### src/rtl/icu_pkg.sv
// Constants, field layouts and mode codes for the input capture unit
// What this block does
// RULE1: Modes 011/010/100/101 pick capture edges
// RULE2: Mode 001 captures both edges, ignores ratio
// RULE3: Mode 111: sleep/idle rising-edge interrupt only
// RULE4: Modes 000 and 110 disable the module
// RULE5: Ratio field interrupts every 1-4 captures
// RULE6: Time-base select picks counter clock source
// RULE7: Idle-stop bit halts module in idle
// RULE8: Read-only overflow flag reports lost capture
// RULE9: Not-empty flag tracks unread FIFO data
// RULE10: Software disables source, drains FIFO first
// RULE11: Cascade bit in both forms 32 bits
// RULE12: Software reads odd low, even high
// RULE13: Software enables even cascade bit first
// RULE14: Software programs both modules identically, even first
// RULE15: Even module trigger-select clear, follows odd
// RULE16: Odd module fields govern cascaded operation
// RULE17: Cascaded sync held until source enabled
// RULE18: Trigger-select chooses trigger or sync
// RULE19: Trigger status set by hardware, holds clear
// RULE20: Five-bit source select, resets to 01101
// RULE21: Analog sources used only as triggers
// RULE22: Never trigger module from itself
// RULE23: Counter wraps, capture stores counter value
// RULE24: FIFO holds four captured values
// RULE25: Sync resets counter, trigger waits
// RULE26: Source zero plus trigger means software trigger
// RULE27: Capture into full FIFO sets overflow
// RULE28: Odd counter wrap increments even counter
package icu_pkg;
  // Register indices on the plain register port
  localparam logic [1:0] ADDR_CTRL_ONE = 2'h0;
  localparam logic [1:0] ADDR_CTRL_TWO = 2'h1;
  localparam logic [1:0] ADDR_FIFO_RD  = 2'h2;
  localparam logic [1:0] ADDR_COUNTER  = 2'h3;
  // Control one field positions
  localparam int IDLE_STOP_BIT  = 13;
  localparam int TSEL_LSB       = 10;
  localparam int IRQ_RATIO_LSB  = 5;
  localparam int OVERFLOW_BIT   = 4;
  localparam int NOT_EMPTY_BIT  = 3;
  localparam int MODE_LSB       = 0;
  // Control two field positions
  localparam int CASCADE_BIT    = 8;
  localparam int TRIG_SEL_BIT   = 7;
  localparam int TRIG_STAT_BIT  = 6;
  localparam int SYNC_SEL_LSB   = 0;
  // Reset values
  localparam logic [4:0]  SYNC_SEL_RESET = 5'h0D;
  localparam logic [15:0] COUNTER_MAX    = 16'hFFFF;
  localparam logic [15:0] COUNTER_ZERO   = 16'h0000;
  localparam logic [4:0]  SYNC_OFF       = 5'h00;
  // Prescaler terminal counts for every 4th and 16th edge
  localparam logic [3:0]  PRESCALE_4TH   = 4'h3;
  localparam logic [3:0]  PRESCALE_16TH  = 4'hF;
  // FIFO depth
  localparam int FIFO_DEPTH = 4;
  // Capture mode codes
  typedef enum logic [2:0] {
    MODE_OFF     = 3'b000,
    MODE_BOTH    = 3'b001,
    MODE_FALL    = 3'b010,
    MODE_RISE    = 3'b011,
    MODE_RISE4   = 3'b100,
    MODE_RISE16  = 3'b101,
    MODE_UNUSED  = 3'b110,
    MODE_WAKEIRQ = 3'b111
  } icu_mode_t;
  // Time base select codes
  typedef enum logic [2:0] {
    TB_TIMER3 = 3'b000,
    TB_TIMER2 = 3'b001,
    TB_TIMER4 = 3'b010,
    TB_TIMER5 = 3'b011,
    TB_TIMER1 = 3'b100,
    TB_RSVD5  = 3'b101,
    TB_RSVD6  = 3'b110,
    TB_SYSCLK = 3'b111
  } icu_tbase_t;
endpackage

### src/rtl/icu_capture_fifo.sv
// Four-entry capture value FIFO with overflow-free push
`timescale 1ns/10ps
module icu_capture_fifo (
  // Clock and reset
  input  wire logic        clk_sys,
  input  wire logic        rst_n,
  // Write side
  input  wire logic        push,
  input  wire logic [15:0] pushData,
  // Read side
  input  wire logic        pop,
  output logic [15:0]      headData,
  // Status
  output logic             full,
  output logic             empty,
  output logic [2:0]       count
);
  // Storage and pointers
  logic [15:0] mem_q [icu_pkg::FIFO_DEPTH];
  logic [1:0]  wrPtr_q;
  logic [1:0]  rdPtr_q;
  logic [2:0]  count_q;
  wire         doPush = push && !full;
  wire         doPop  = pop && !empty;

  // Status decode
  assign full     = (count_q == 3'(icu_pkg::FIFO_DEPTH)); // RULE24
  assign empty    = (count_q == 3'h0);
  assign count    = count_q;
  assign headData = mem_q[rdPtr_q];

  // Storage writes; data array needs no reset
  always_ff @(posedge clk_sys) begin
    if (doPush) begin
      mem_q[wrPtr_q] <= pushData;
    end
  end

  // Pointer and occupancy update
  always_ff @(posedge clk_sys or negedge rst_n) begin
    if (!rst_n) begin
      wrPtr_q <= 2'h0;
      rdPtr_q <= 2'h0;
      count_q <= 3'h0;
    end else begin
      wrPtr_q <= wrPtr_q + 2'(doPush);
      rdPtr_q <= rdPtr_q + 2'(doPop);
      count_q <= count_q + 3'(doPush) - 3'(doPop);
    end
  end
endmodule

### src/rtl/icu_capture_unit.sv
// Input capture unit: time base, edge capture, FIFO, registers, cascade
`timescale 1ns/10ps
module icu_capture_unit (
  // Clock and reset
  input  wire logic        clk_sys,
  input  wire logic        rst_n,
  // Register port
  input  wire logic [1:0]  regAddr,
  input  wire logic [15:0] regWrData,
  input  wire logic        regWrEn,
  input  wire logic        regRdEn,
  output logic [15:0]      regRdData,
  // External capture pin
  input  wire logic        captureInputPin,
  // Time base ticks: bit0 Timer1 .. bit4 Timer5
  input  wire logic [4:0]  timerTicks,
  // Sync/trigger source events and enables, indexed by select code
  input  wire logic [31:0] syncEvents,
  input  wire logic [31:0] syncSrcOn,
  // CPU power state
  input  wire logic        cpuIdle,
  input  wire logic        cpuSleep,
  // Cascade pairing
  input  wire logic        isOddModule,
  input  wire logic        partnerCascade,
  input  wire logic        cascCarryIn,
  input  wire logic        cascClearIn,
  input  wire logic        cascCaptureIn,
  output logic             cascCarryOut,
  output logic             cascClearOut,
  output logic             cascCaptureOut,
  output logic             cascadeOn,
  // Interrupt pulse
  output logic             captureIrq
);
  // Control one fields
  logic       idleStop_q;
  logic [2:0] tbSel_q;
  logic [1:0] irqRatio_q;
  logic [2:0] mode_q;
  // Control two fields
  logic       cascade_q;
  logic       trigSel_q;
  logic       trigger_status_bit_q;
  logic [4:0] sync_source_select_q;
  // Datapath state
  logic [15:0] counter_q;
  logic        pinPrev_q;
  logic [3:0]  presc_q;
  logic [1:0]  irqCnt_q;
  logic        overflow_q;
  logic        irq_q;
  logic [15:0] rdData_q;
  // FIFO status
  logic [15:0] fifoHead;
  logic        fifoFull;
  logic        fifoEmpty;
  logic [2:0]  fifoCount;

  // Selected time base tick; reserved codes never tick
  function automatic logic tickSelect(input logic [2:0] sel, input logic [4:0] t);
    unique case (icu_pkg::icu_tbase_t'(sel))
      icu_pkg::TB_TIMER1: tickSelect = t[0];
      icu_pkg::TB_TIMER2: tickSelect = t[1];
      icu_pkg::TB_TIMER3: tickSelect = t[2];
      icu_pkg::TB_TIMER4: tickSelect = t[3];
      icu_pkg::TB_TIMER5: tickSelect = t[4];
      icu_pkg::TB_SYSCLK: tickSelect = 1'b1;
      icu_pkg::TB_RSVD5,
      icu_pkg::TB_RSVD6:  tickSelect = 1'b0;
    endcase
  endfunction

  // Register access decode
  wire wrOne   = regWrEn && (regAddr == icu_pkg::ADDR_CTRL_ONE);
  wire wrTwo   = regWrEn && (regAddr == icu_pkg::ADDR_CTRL_TWO);
  wire rdFifo  = regRdEn && (regAddr == icu_pkg::ADDR_FIFO_RD);
  wire fifoPop = rdFifo && !fifoEmpty;

  // Cascade role; even half follows the odd half
  assign cascadeOn  = cascade_q && partnerCascade;              // RULE11
  wire   evenSlave  = cascadeOn && !isOddModule;
  // Even half runs in sync with odd whatever its own trigger bit
  wire   trigEff    = trigSel_q && !evenSlave;                  // RULE15

  // Mode decode
  wire modeOff  = (mode_q == icu_pkg::MODE_OFF) ||
                  (mode_q == icu_pkg::MODE_UNUSED);             // RULE4
  wire modeWake = (mode_q == icu_pkg::MODE_WAKEIRQ);            // RULE3
  wire halted   = idleStop_q && cpuIdle;                        // RULE7
  wire active   = !modeOff && !modeWake && !halted;

  // Source decode
  wire srcSel   = (sync_source_select_q != icu_pkg::SYNC_OFF);             // RULE20
  wire srcEvt   = srcSel && syncEvents[sync_source_select_q];
  wire srcOn    = syncSrcOn[sync_source_select_q];
  // Hardware trigger: source event in trigger mode
  wire hwTrig   = trigEff && srcEvt;                            // RULE18

  // Counter control for an independent or odd module
  wire ownHold  = modeOff || modeWake ||
                  (trigEff && !trigger_status_bit_q) ||                   // RULE19
                  (cascadeOn && !trigEff && srcSel && !srcOn);  // RULE17
  wire ownClr   = !trigEff && srcSel && srcEvt;                 // RULE25
  wire ownTick  = tickSelect(tbSel_q, timerTicks);              // RULE6
  // Even half takes hold, clear and count from the odd half
  wire cntClear = evenSlave ? cascClearIn : (ownHold || ownClr);
  wire cntTick  = (evenSlave ? cascCarryIn : ownTick) && !halted; // RULE28
  wire wrapNow  = cntTick && !cntClear && (counter_q == icu_pkg::COUNTER_MAX);

  // Edge detection on the synchronous capture pin
  wire pinRise  = captureInputPin && !pinPrev_q;
  wire pinFall  = !captureInputPin && pinPrev_q;
  wire prescEnd = (mode_q == icu_pkg::MODE_RISE4) ? (presc_q == icu_pkg::PRESCALE_4TH)
                                                  : (presc_q == icu_pkg::PRESCALE_16TH);
  wire prescMode = (mode_q == icu_pkg::MODE_RISE4) || (mode_q == icu_pkg::MODE_RISE16);

  // Capture event per mode
  logic ownCap;
  always_comb begin
    unique case (icu_pkg::icu_mode_t'(mode_q))
      icu_pkg::MODE_BOTH:   ownCap = pinRise || pinFall;        // RULE2
      icu_pkg::MODE_FALL:   ownCap = pinFall;                   // RULE1
      icu_pkg::MODE_RISE:   ownCap = pinRise;                   // RULE1
      icu_pkg::MODE_RISE4,
      icu_pkg::MODE_RISE16: ownCap = pinRise && prescEnd;       // RULE1
      icu_pkg::MODE_OFF,
      icu_pkg::MODE_UNUSED,
      icu_pkg::MODE_WAKEIRQ: ownCap = 1'b0;                     // RULE4
    endcase
  end
  // Even half captures when the odd half does
  wire capEvt   = evenSlave ? cascCaptureIn : (ownCap && active); // RULE16
  wire ovEvt    = capEvt && fifoFull;                           // RULE27

  // Interrupt decode: ratio count, both-edge mode, wake mode
  wire ratioHit = (irqCnt_q == irqRatio_q);                     // RULE5
  wire capIrq   = capEvt && !evenSlave &&
                  ((mode_q == icu_pkg::MODE_BOTH) || ratioHit); // RULE2
  wire wakeIrq  = modeWake && pinRise && (cpuIdle || cpuSleep); // RULE3

  // Cascade outputs toward the even half
  assign cascCarryOut   = wrapNow;                              // RULE28
  assign cascClearOut   = cntClear;
  assign cascCaptureOut = capEvt;
  assign captureIrq     = irq_q;
  assign regRdData      = rdData_q;

  // Read mux: control one shows overflow and not-empty live
  logic [15:0] ctrlOne;
  logic [15:0] ctrlTwo;
  logic [15:0] rdMux;
  always_comb begin
    ctrlOne = 16'h0000;
    ctrlOne[icu_pkg::IDLE_STOP_BIT] = idleStop_q;
    ctrlOne[icu_pkg::TSEL_LSB +: 3] = tbSel_q;
    ctrlOne[icu_pkg::IRQ_RATIO_LSB +: 2] = irqRatio_q;
    ctrlOne[icu_pkg::OVERFLOW_BIT] = overflow_q;                // RULE8
    ctrlOne[icu_pkg::NOT_EMPTY_BIT] = !fifoEmpty;               // RULE9
    ctrlOne[icu_pkg::MODE_LSB +: 3] = mode_q;
    ctrlTwo = 16'h0000;
    ctrlTwo[icu_pkg::CASCADE_BIT] = cascade_q;
    ctrlTwo[icu_pkg::TRIG_SEL_BIT] = trigSel_q;
    ctrlTwo[icu_pkg::TRIG_STAT_BIT] = trigger_status_bit_q;
    ctrlTwo[icu_pkg::SYNC_SEL_LSB +: 5] = sync_source_select_q;
    unique case (regAddr)
      icu_pkg::ADDR_CTRL_ONE: rdMux = ctrlOne;
      icu_pkg::ADDR_CTRL_TWO: rdMux = ctrlTwo;
      icu_pkg::ADDR_FIFO_RD:  rdMux = fifoEmpty ? 16'h0000 : fifoHead;
      icu_pkg::ADDR_COUNTER:  rdMux = counter_q;
    endcase
  end

  // Capture value store
  icu_capture_fifo u_fifo (
    .clk_sys  (clk_sys),
    .rst_n    (rst_n),
    .push     (capEvt),
    .pushData (counter_q),                                      // RULE23
    .pop      (fifoPop),
    .headData (fifoHead),
    .full     (fifoFull),
    .empty    (fifoEmpty),
    .count    (fifoCount)
  );

  // Software-written control fields
  always_ff @(posedge clk_sys or negedge rst_n) begin
    if (!rst_n) begin
      idleStop_q <= 1'b0;
      tbSel_q    <= 3'h0;
      irqRatio_q <= 2'h0;
      mode_q     <= icu_pkg::MODE_OFF;
      cascade_q  <= 1'b0;
      trigSel_q  <= 1'b0;
      sync_source_select_q  <= icu_pkg::SYNC_SEL_RESET;                    // RULE20
    end else if (wrOne) begin
      idleStop_q <= regWrData[icu_pkg::IDLE_STOP_BIT];
      tbSel_q    <= regWrData[icu_pkg::TSEL_LSB +: 3];
      irqRatio_q <= regWrData[icu_pkg::IRQ_RATIO_LSB +: 2];
      mode_q     <= regWrData[icu_pkg::MODE_LSB +: 3];
    end else if (wrTwo) begin
      cascade_q  <= regWrData[icu_pkg::CASCADE_BIT];
      trigSel_q  <= regWrData[icu_pkg::TRIG_SEL_BIT];
      sync_source_select_q  <= regWrData[icu_pkg::SYNC_SEL_LSB +: 5];
    end
  end

  // Trigger status: hardware set wins over a software clear
  always_ff @(posedge clk_sys or negedge rst_n) begin
    if (!rst_n) begin
      trigger_status_bit_q <= 1'b0;
    end else if (hwTrig) begin
      trigger_status_bit_q <= 1'b1;                                       // RULE19
    end else if (wrTwo) begin
      trigger_status_bit_q <= regWrData[icu_pkg::TRIG_STAT_BIT];          // RULE26
    end
  end

  // Time base counter, wraps from all ones to zero
  always_ff @(posedge clk_sys or negedge rst_n) begin
    if (!rst_n) begin
      counter_q <= icu_pkg::COUNTER_ZERO;
    end else if (cntClear) begin
      counter_q <= icu_pkg::COUNTER_ZERO;                       // RULE25
    end else if (cntTick) begin
      counter_q <= counter_q + 16'h0001;                        // RULE23
    end
  end

  // Edge history and prescaler; a mode write restarts the prescaler
  always_ff @(posedge clk_sys or negedge rst_n) begin
    if (!rst_n) begin
      pinPrev_q <= 1'b0;
      presc_q   <= 4'h0;
    end else begin
      pinPrev_q <= captureInputPin;
      if (wrOne || !prescMode || !active) begin
        presc_q <= 4'h0;
      end else if (pinRise) begin
        presc_q <= prescEnd ? 4'h0 : presc_q + 4'h1;            // RULE1
      end
    end
  end

  // Capture ratio counter and registered interrupt pulse
  always_ff @(posedge clk_sys or negedge rst_n) begin
    if (!rst_n) begin
      irqCnt_q <= 2'h0;
      irq_q    <= 1'b0;
    end else begin
      irq_q <= capIrq || wakeIrq;
      if (wrOne) begin
        irqCnt_q <= 2'h0;
      end else if (capEvt) begin
        irqCnt_q <= ratioHit ? 2'h0 : irqCnt_q + 2'h1;          // RULE5
      end
    end
  end

  // Overflow flag: set wins, cleared once the FIFO is drained
  always_ff @(posedge clk_sys or negedge rst_n) begin
    if (!rst_n) begin
      overflow_q <= 1'b0;
    end else begin
      overflow_q <= ovEvt || (overflow_q && !fifoEmpty);        // RULE27
    end
  end

  // Read data stands in the cycle after the strobe
  always_ff @(posedge clk_sys or negedge rst_n) begin
    if (!rst_n) begin
      rdData_q <= 16'h0000;
    end else if (regRdEn) begin
      rdData_q <= rdMux;
    end
  end
endmodule

### config.mk
export PLATFORM = sky130hd
export DESIGN_NAME = icu_capture_unit
export DESIGN_NICKNAME = d
export VERILOG_FILES = /design/src/rtl/icu_pkg.sv /design/src/rtl/icu_capture_fifo.sv /design/src/rtl/icu_capture_unit.sv
export SDC_FILE = /design/constraint.sdc
export NUM_CORES = 1
export LEC_CHECK = 0
export BUFFER_PORTS_ARGS = -buffer_cell sky130_fd_sc_hd__buf_4
export CAP_MARGIN = 10
export CORE_MARGIN = 1
export CORE_UTILIZATION = 50
export DETAILED_ROUTE_END_ITERATION = 8
export MAX_ROUTING_LAYER = met4
export PLACE_DENSITY = 0.76
export SKIP_CTS_REPAIR_TIMING = 1
export SYNTH_ARGS = -nofsm -noshare
export SYNTH_HDL_FRONTEND = slang
export SYNTH_SLANG_ARGS = --single-unit
### constraint.sdc
create_clock -name clk_sys -period 3.2 [get_ports clk_sys]
set_input_delay 0.32 -clock clk_sys [delete_from_list [all_inputs] [get_ports clk_sys]]
set_output_delay 0.32 -clock clk_sys [all_outputs]
set_load 0.01 [all_outputs]
==> reports/results.md <==
| Item | Value |
|---|---|
| Outcome | complete, no violations |
| Critical path endpoint category | output port |
| Unrepaired setup endpoints after global routing | true |
| Die Span X | 115 um |
| Clock Path Buffers | 2 |
| Number of input and output port buffers inserted | 116 |
| Avg Vias per Cell | 5.90 |
| Top fanout value on the critical path | 7 |
| Die outline height | 115 um |
| Cell area after synthesis | 0.00636 mm2 |
| Max-capacitance violation count | 0 |
| Final nets | 729 |
| Starting density of the core | 0.521 |
| Critical Path Source Type | register |
| Share of synthesized cell area in full adder, half adder and majority cells | 0.0189 |
| Clk pwr share | 0.330 |
| H-tree Lvls | 4 |
| Final Wtd Congestion | 0.936 |
| Cell type with the highest aggregate area in the netlist | sky130_fd_sc_hd__edfxtp_1 |
| Number of DRC violations after detailed-routing iteration 0 | 497 |
| Number of standard-cell rows in the floorplan | 40 |
| Combined global-route utilization of all metal layers | 0.253 |
| CTS root buffer | sky130_fd_sc_hd__clkbuf_16 |
| Slew headroom | 0.412 |
| Net Sw Power | 1.66 mW |
| Area fraction in compound gates after synthesis | 0.0928 |
| Minimum clock period after layout | 3.12 ns |
| Clock Pin Slew Worst Setup and Hold Paths | 0.05 ns |
| Actual slew at the worst max-slew pin | 0.882 ns |
| Aggregate global routing overflow | 0 |
| Setup clock skew after layout | 0.00994 ns |
| Switch share | 0.301 |
| Sum of net half-perimeters after detailed placement | 10.4 mm |
| Source-to-sink clock delay at the later pin of the worst-skew pair | 0.42 ns |
| Peak supply drop | 434 uV |
| Commonest register cell after synthesis | sky130_fd_sc_hd__edfxtp_1 |
| Sequential cell area | 0.00355 mm2 |
| Portion of total power attributed to combinational logic | 0.262 |
| Detailed-route via count | 4,732 |
| Final setup violation count | 0 |
| Number of pins with negative max-slew slack in the final report | 0 |
| Total die area | 0.0132 mm2 |
| Setup ws final | 0.0752 ns |
| Cell with the most instances after synthesis | sky130_fd_sc_hd__edfxtp_1 |
| Average size of a mapped cell | 12.8 um2 |
| Antenna violations before repair | 0 |
| Timing-limited maximum frequency | 0.320 GHz |
| CP Class | register to output port |
| Wire length per cell after detailed routing | 19.3 um |
| Hold Violations, Final | 0 |
| Total nets after synthesis | 604 |
| Required arrival time at the worst endpoint | 2.88 ns |
| Leak pwr | 3.31 nW |
| Post-route core utilization | 0.661 |
| Top cells by area, synth | sky130_fd_sc_hd__edfxtp_1 30%, sky130_fd_sc_hd__dfrtp_1 24%, sky130_fd_sc_hd__mux4_2 7.4% |
| CTS tree | yes |
| Top cell type's share of synthesized area | 0.302 |
| Core area | 0.0122 mm2 |
| Pre-Repair DR Iteration Count | 6 |
| Yosys synthesis warning count | 0 |
| Seq/Total Area, Yosys | 0.558 |
| Share of flip-flops with an asynchronous set or reset | 0.504 |
| Overall Power | 5.52 mW |
| Pint | 3.86 mW |
| Dpl ws | 0.197 ns |
| Seq cells post-synth | 129 |
| Tightest hold margin | 0.000244 ns |
| Filler cell count in the final layout | 906 |
| Via count of the first global-routing pass | 4,789 |
| Hold/Removal Path Class | primary input to async pin |
| Number of unique standard cell types used by synthesis | 58 |
| Largest family of logic cells by synthesized area | multiplexers |
| Most frequent cells after synthesis | 64 x sky130_fd_sc_hd__edfxtp_1, 62 x sky130_fd_sc_hd__dfrtp_1, 28 x sky130_fd_sc_hd__nor2_1 |
| Routed Antenna Nets | 0 |
| Area growth from synthesis to layout | 26.8% |
| Xor and xnor fraction of the mapped netlist area | 0.0289 |
| Multi-input gate area in the final layout | 0.00264 mm2 |
| Syn Inst Count | 496 |
| DR DRC count | 0 |
| I/O pin count | 120 |
| P per Cell Area | 684 mW/mm2 |
| Wire length of the first global-routing pass | 24.0 mm |
| Share of layout cells above drive strength 1 | 0.347 |
| ANT cells | 0 |
| Clock buffers created by TritonCTS | 17 |
| Seq pwr share | 0.407 |
| Fraction of the mapped netlist area in simple logic gates | 0.117 |
| WL final | 15.5 mm |
| Mux cell area share after synthesis | 0.151 |
| Post-route clock period utilization | 0.977 |
| Data arrival time of the critical path | 2.80 ns |
| TritonCTS sink count | 129 |
| Largest net degree at the start of global routing | 66 |
| Post-synth EDFFs | 64 |
[state kept, by name (all words and copies together) (netlist names)]
signal,flops
trigger_status_bit_q,1
sync_source_select_q,5
mode_q,3
captureIrq,1
presc_q,4
overflow_q,1
counter_q,16
u_fifo.wrPtr_q,2
irqCnt_q,2
regRdData,16
u_fifo.count,3
trigSel_q,1
tbSel_q,3
cascade_q,1
u_fifo.rdPtr_q,2
irqRatio_q,2
idleStop_q,1
pinPrev_q,1
u_fifo.mem_q,64
[path summary, 6_finish.rpt]
check / start / to / slack [ns] / cells past startpoint
max: sync_source_select_q[0] / cascCarryOut / 0.08 / 8
max reg2reg: cascade_q / u_fifo.count[2] / 0.23 / 12
min: rst_n / pinPrev_q / 0.0002 / 1
max in group asynchronous: rst_n / sync_source_select_q[1] / 2.57 / 1
min in group clk_sys: captureInputPin / pinPrev_q / 0.03 / 1
min reg2reg: u_fifo.count[2] / u_fifo.count[2] / 0.50 / 1
[power by group through the flow]
stage | Clock [mW] | Sequential, mW | Combinational [mW]
5_1_grt | 1.91 | 2.28 | 1.56
3_5_place_dp | 0 | 2.28 | 1.34
2_1_floorplan | 0 | 2.14 | 1.00
4_1_cts | 1.84 | 2.25 | 1.36
3_3_place_gp | 0 | 2.25 | 1.29
6_report | 1.82 | 2.25 | 1.45
[critical path: stages (launching register included)]
cell                       delay [ns]
sky130_fd_sc_hd__dfstp_2         0.60
sky130_fd_sc_hd__mux4_2          0.52
sky130_fd_sc_hd__mux2_4          0.29
sky130_fd_sc_hd__a221oi_2        0.23
sky130_fd_sc_hd__or4_4           0.18
sky130_fd_sc_hd__nor2_4          0.05
sky130_fd_sc_hd__buf_12          0.15
sky130_fd_sc_hd__nor4b_4         0.21
sky130_fd_sc_hd__buf_4           0.16
[placed cells by master, fill, tap and decap left out, drive strengths merged, types with 8 or more instances in the layout]
master	synthesis	routed
edfxtp	64	64
buf	14	136
clkbuf	16	21
mux2	20	20
nor2	29	29
mux4	21	21
nand2	25	25
xnor2	16	16
nor3	26	26
dfrtp	62	62
mux2i	26	26
a22oi	25	25
nor2b	10	10
ha	8	8
a21oi	24	24
inv	14	15
[metal layers]
metal  track usage  share of wire  up-vias  wire [um]
met2         0.415           0.50      181       7690
met3        0.0680          0.068       28       1050
met1         0.308           0.42     2377       6470
li1              -              -     2146          -
met5             -              0        -          0
met4        0.0771          0.016        0        245
[through the flow]
stage | cell area [um2] | instances | TNS [ns]
2_1_floorplan | 6380 | 496 | 0
3_3_place_gp | 7390 | 760 | 0
3_5_place_dp | 7390 | 760 | 0
4_1_cts | 7960 | 792 | -0.0765
5_1_grt | 8070 | 802 | -0.0157
6_report | 8070 | 802 | 0
[cells by family (layout without fill, tap and decap cells)]
kind of cell	count (synthesis)	in the layout
AOI/OAI and AO/OA	86	86
xor gates and xnor gates	21	21
adders and majority gates	9	9
buffers and inverters	44	182
DFF	129	129
muxes	67	67
and+or+nand+nor	140	140
[area by class of cell]
cell class	instances	area share
Timing Repair Buffer	136	0.130
Tap cell	168	0.0260
Sequential cell	129	0.440
Clock inverter	11	0.0136
Clock buffer	21	0.0570
Multi-Input combinational cell	323	0.327
Inverter	14	0.00651
No activity file was read; power rests on OpenSTA's default activity.
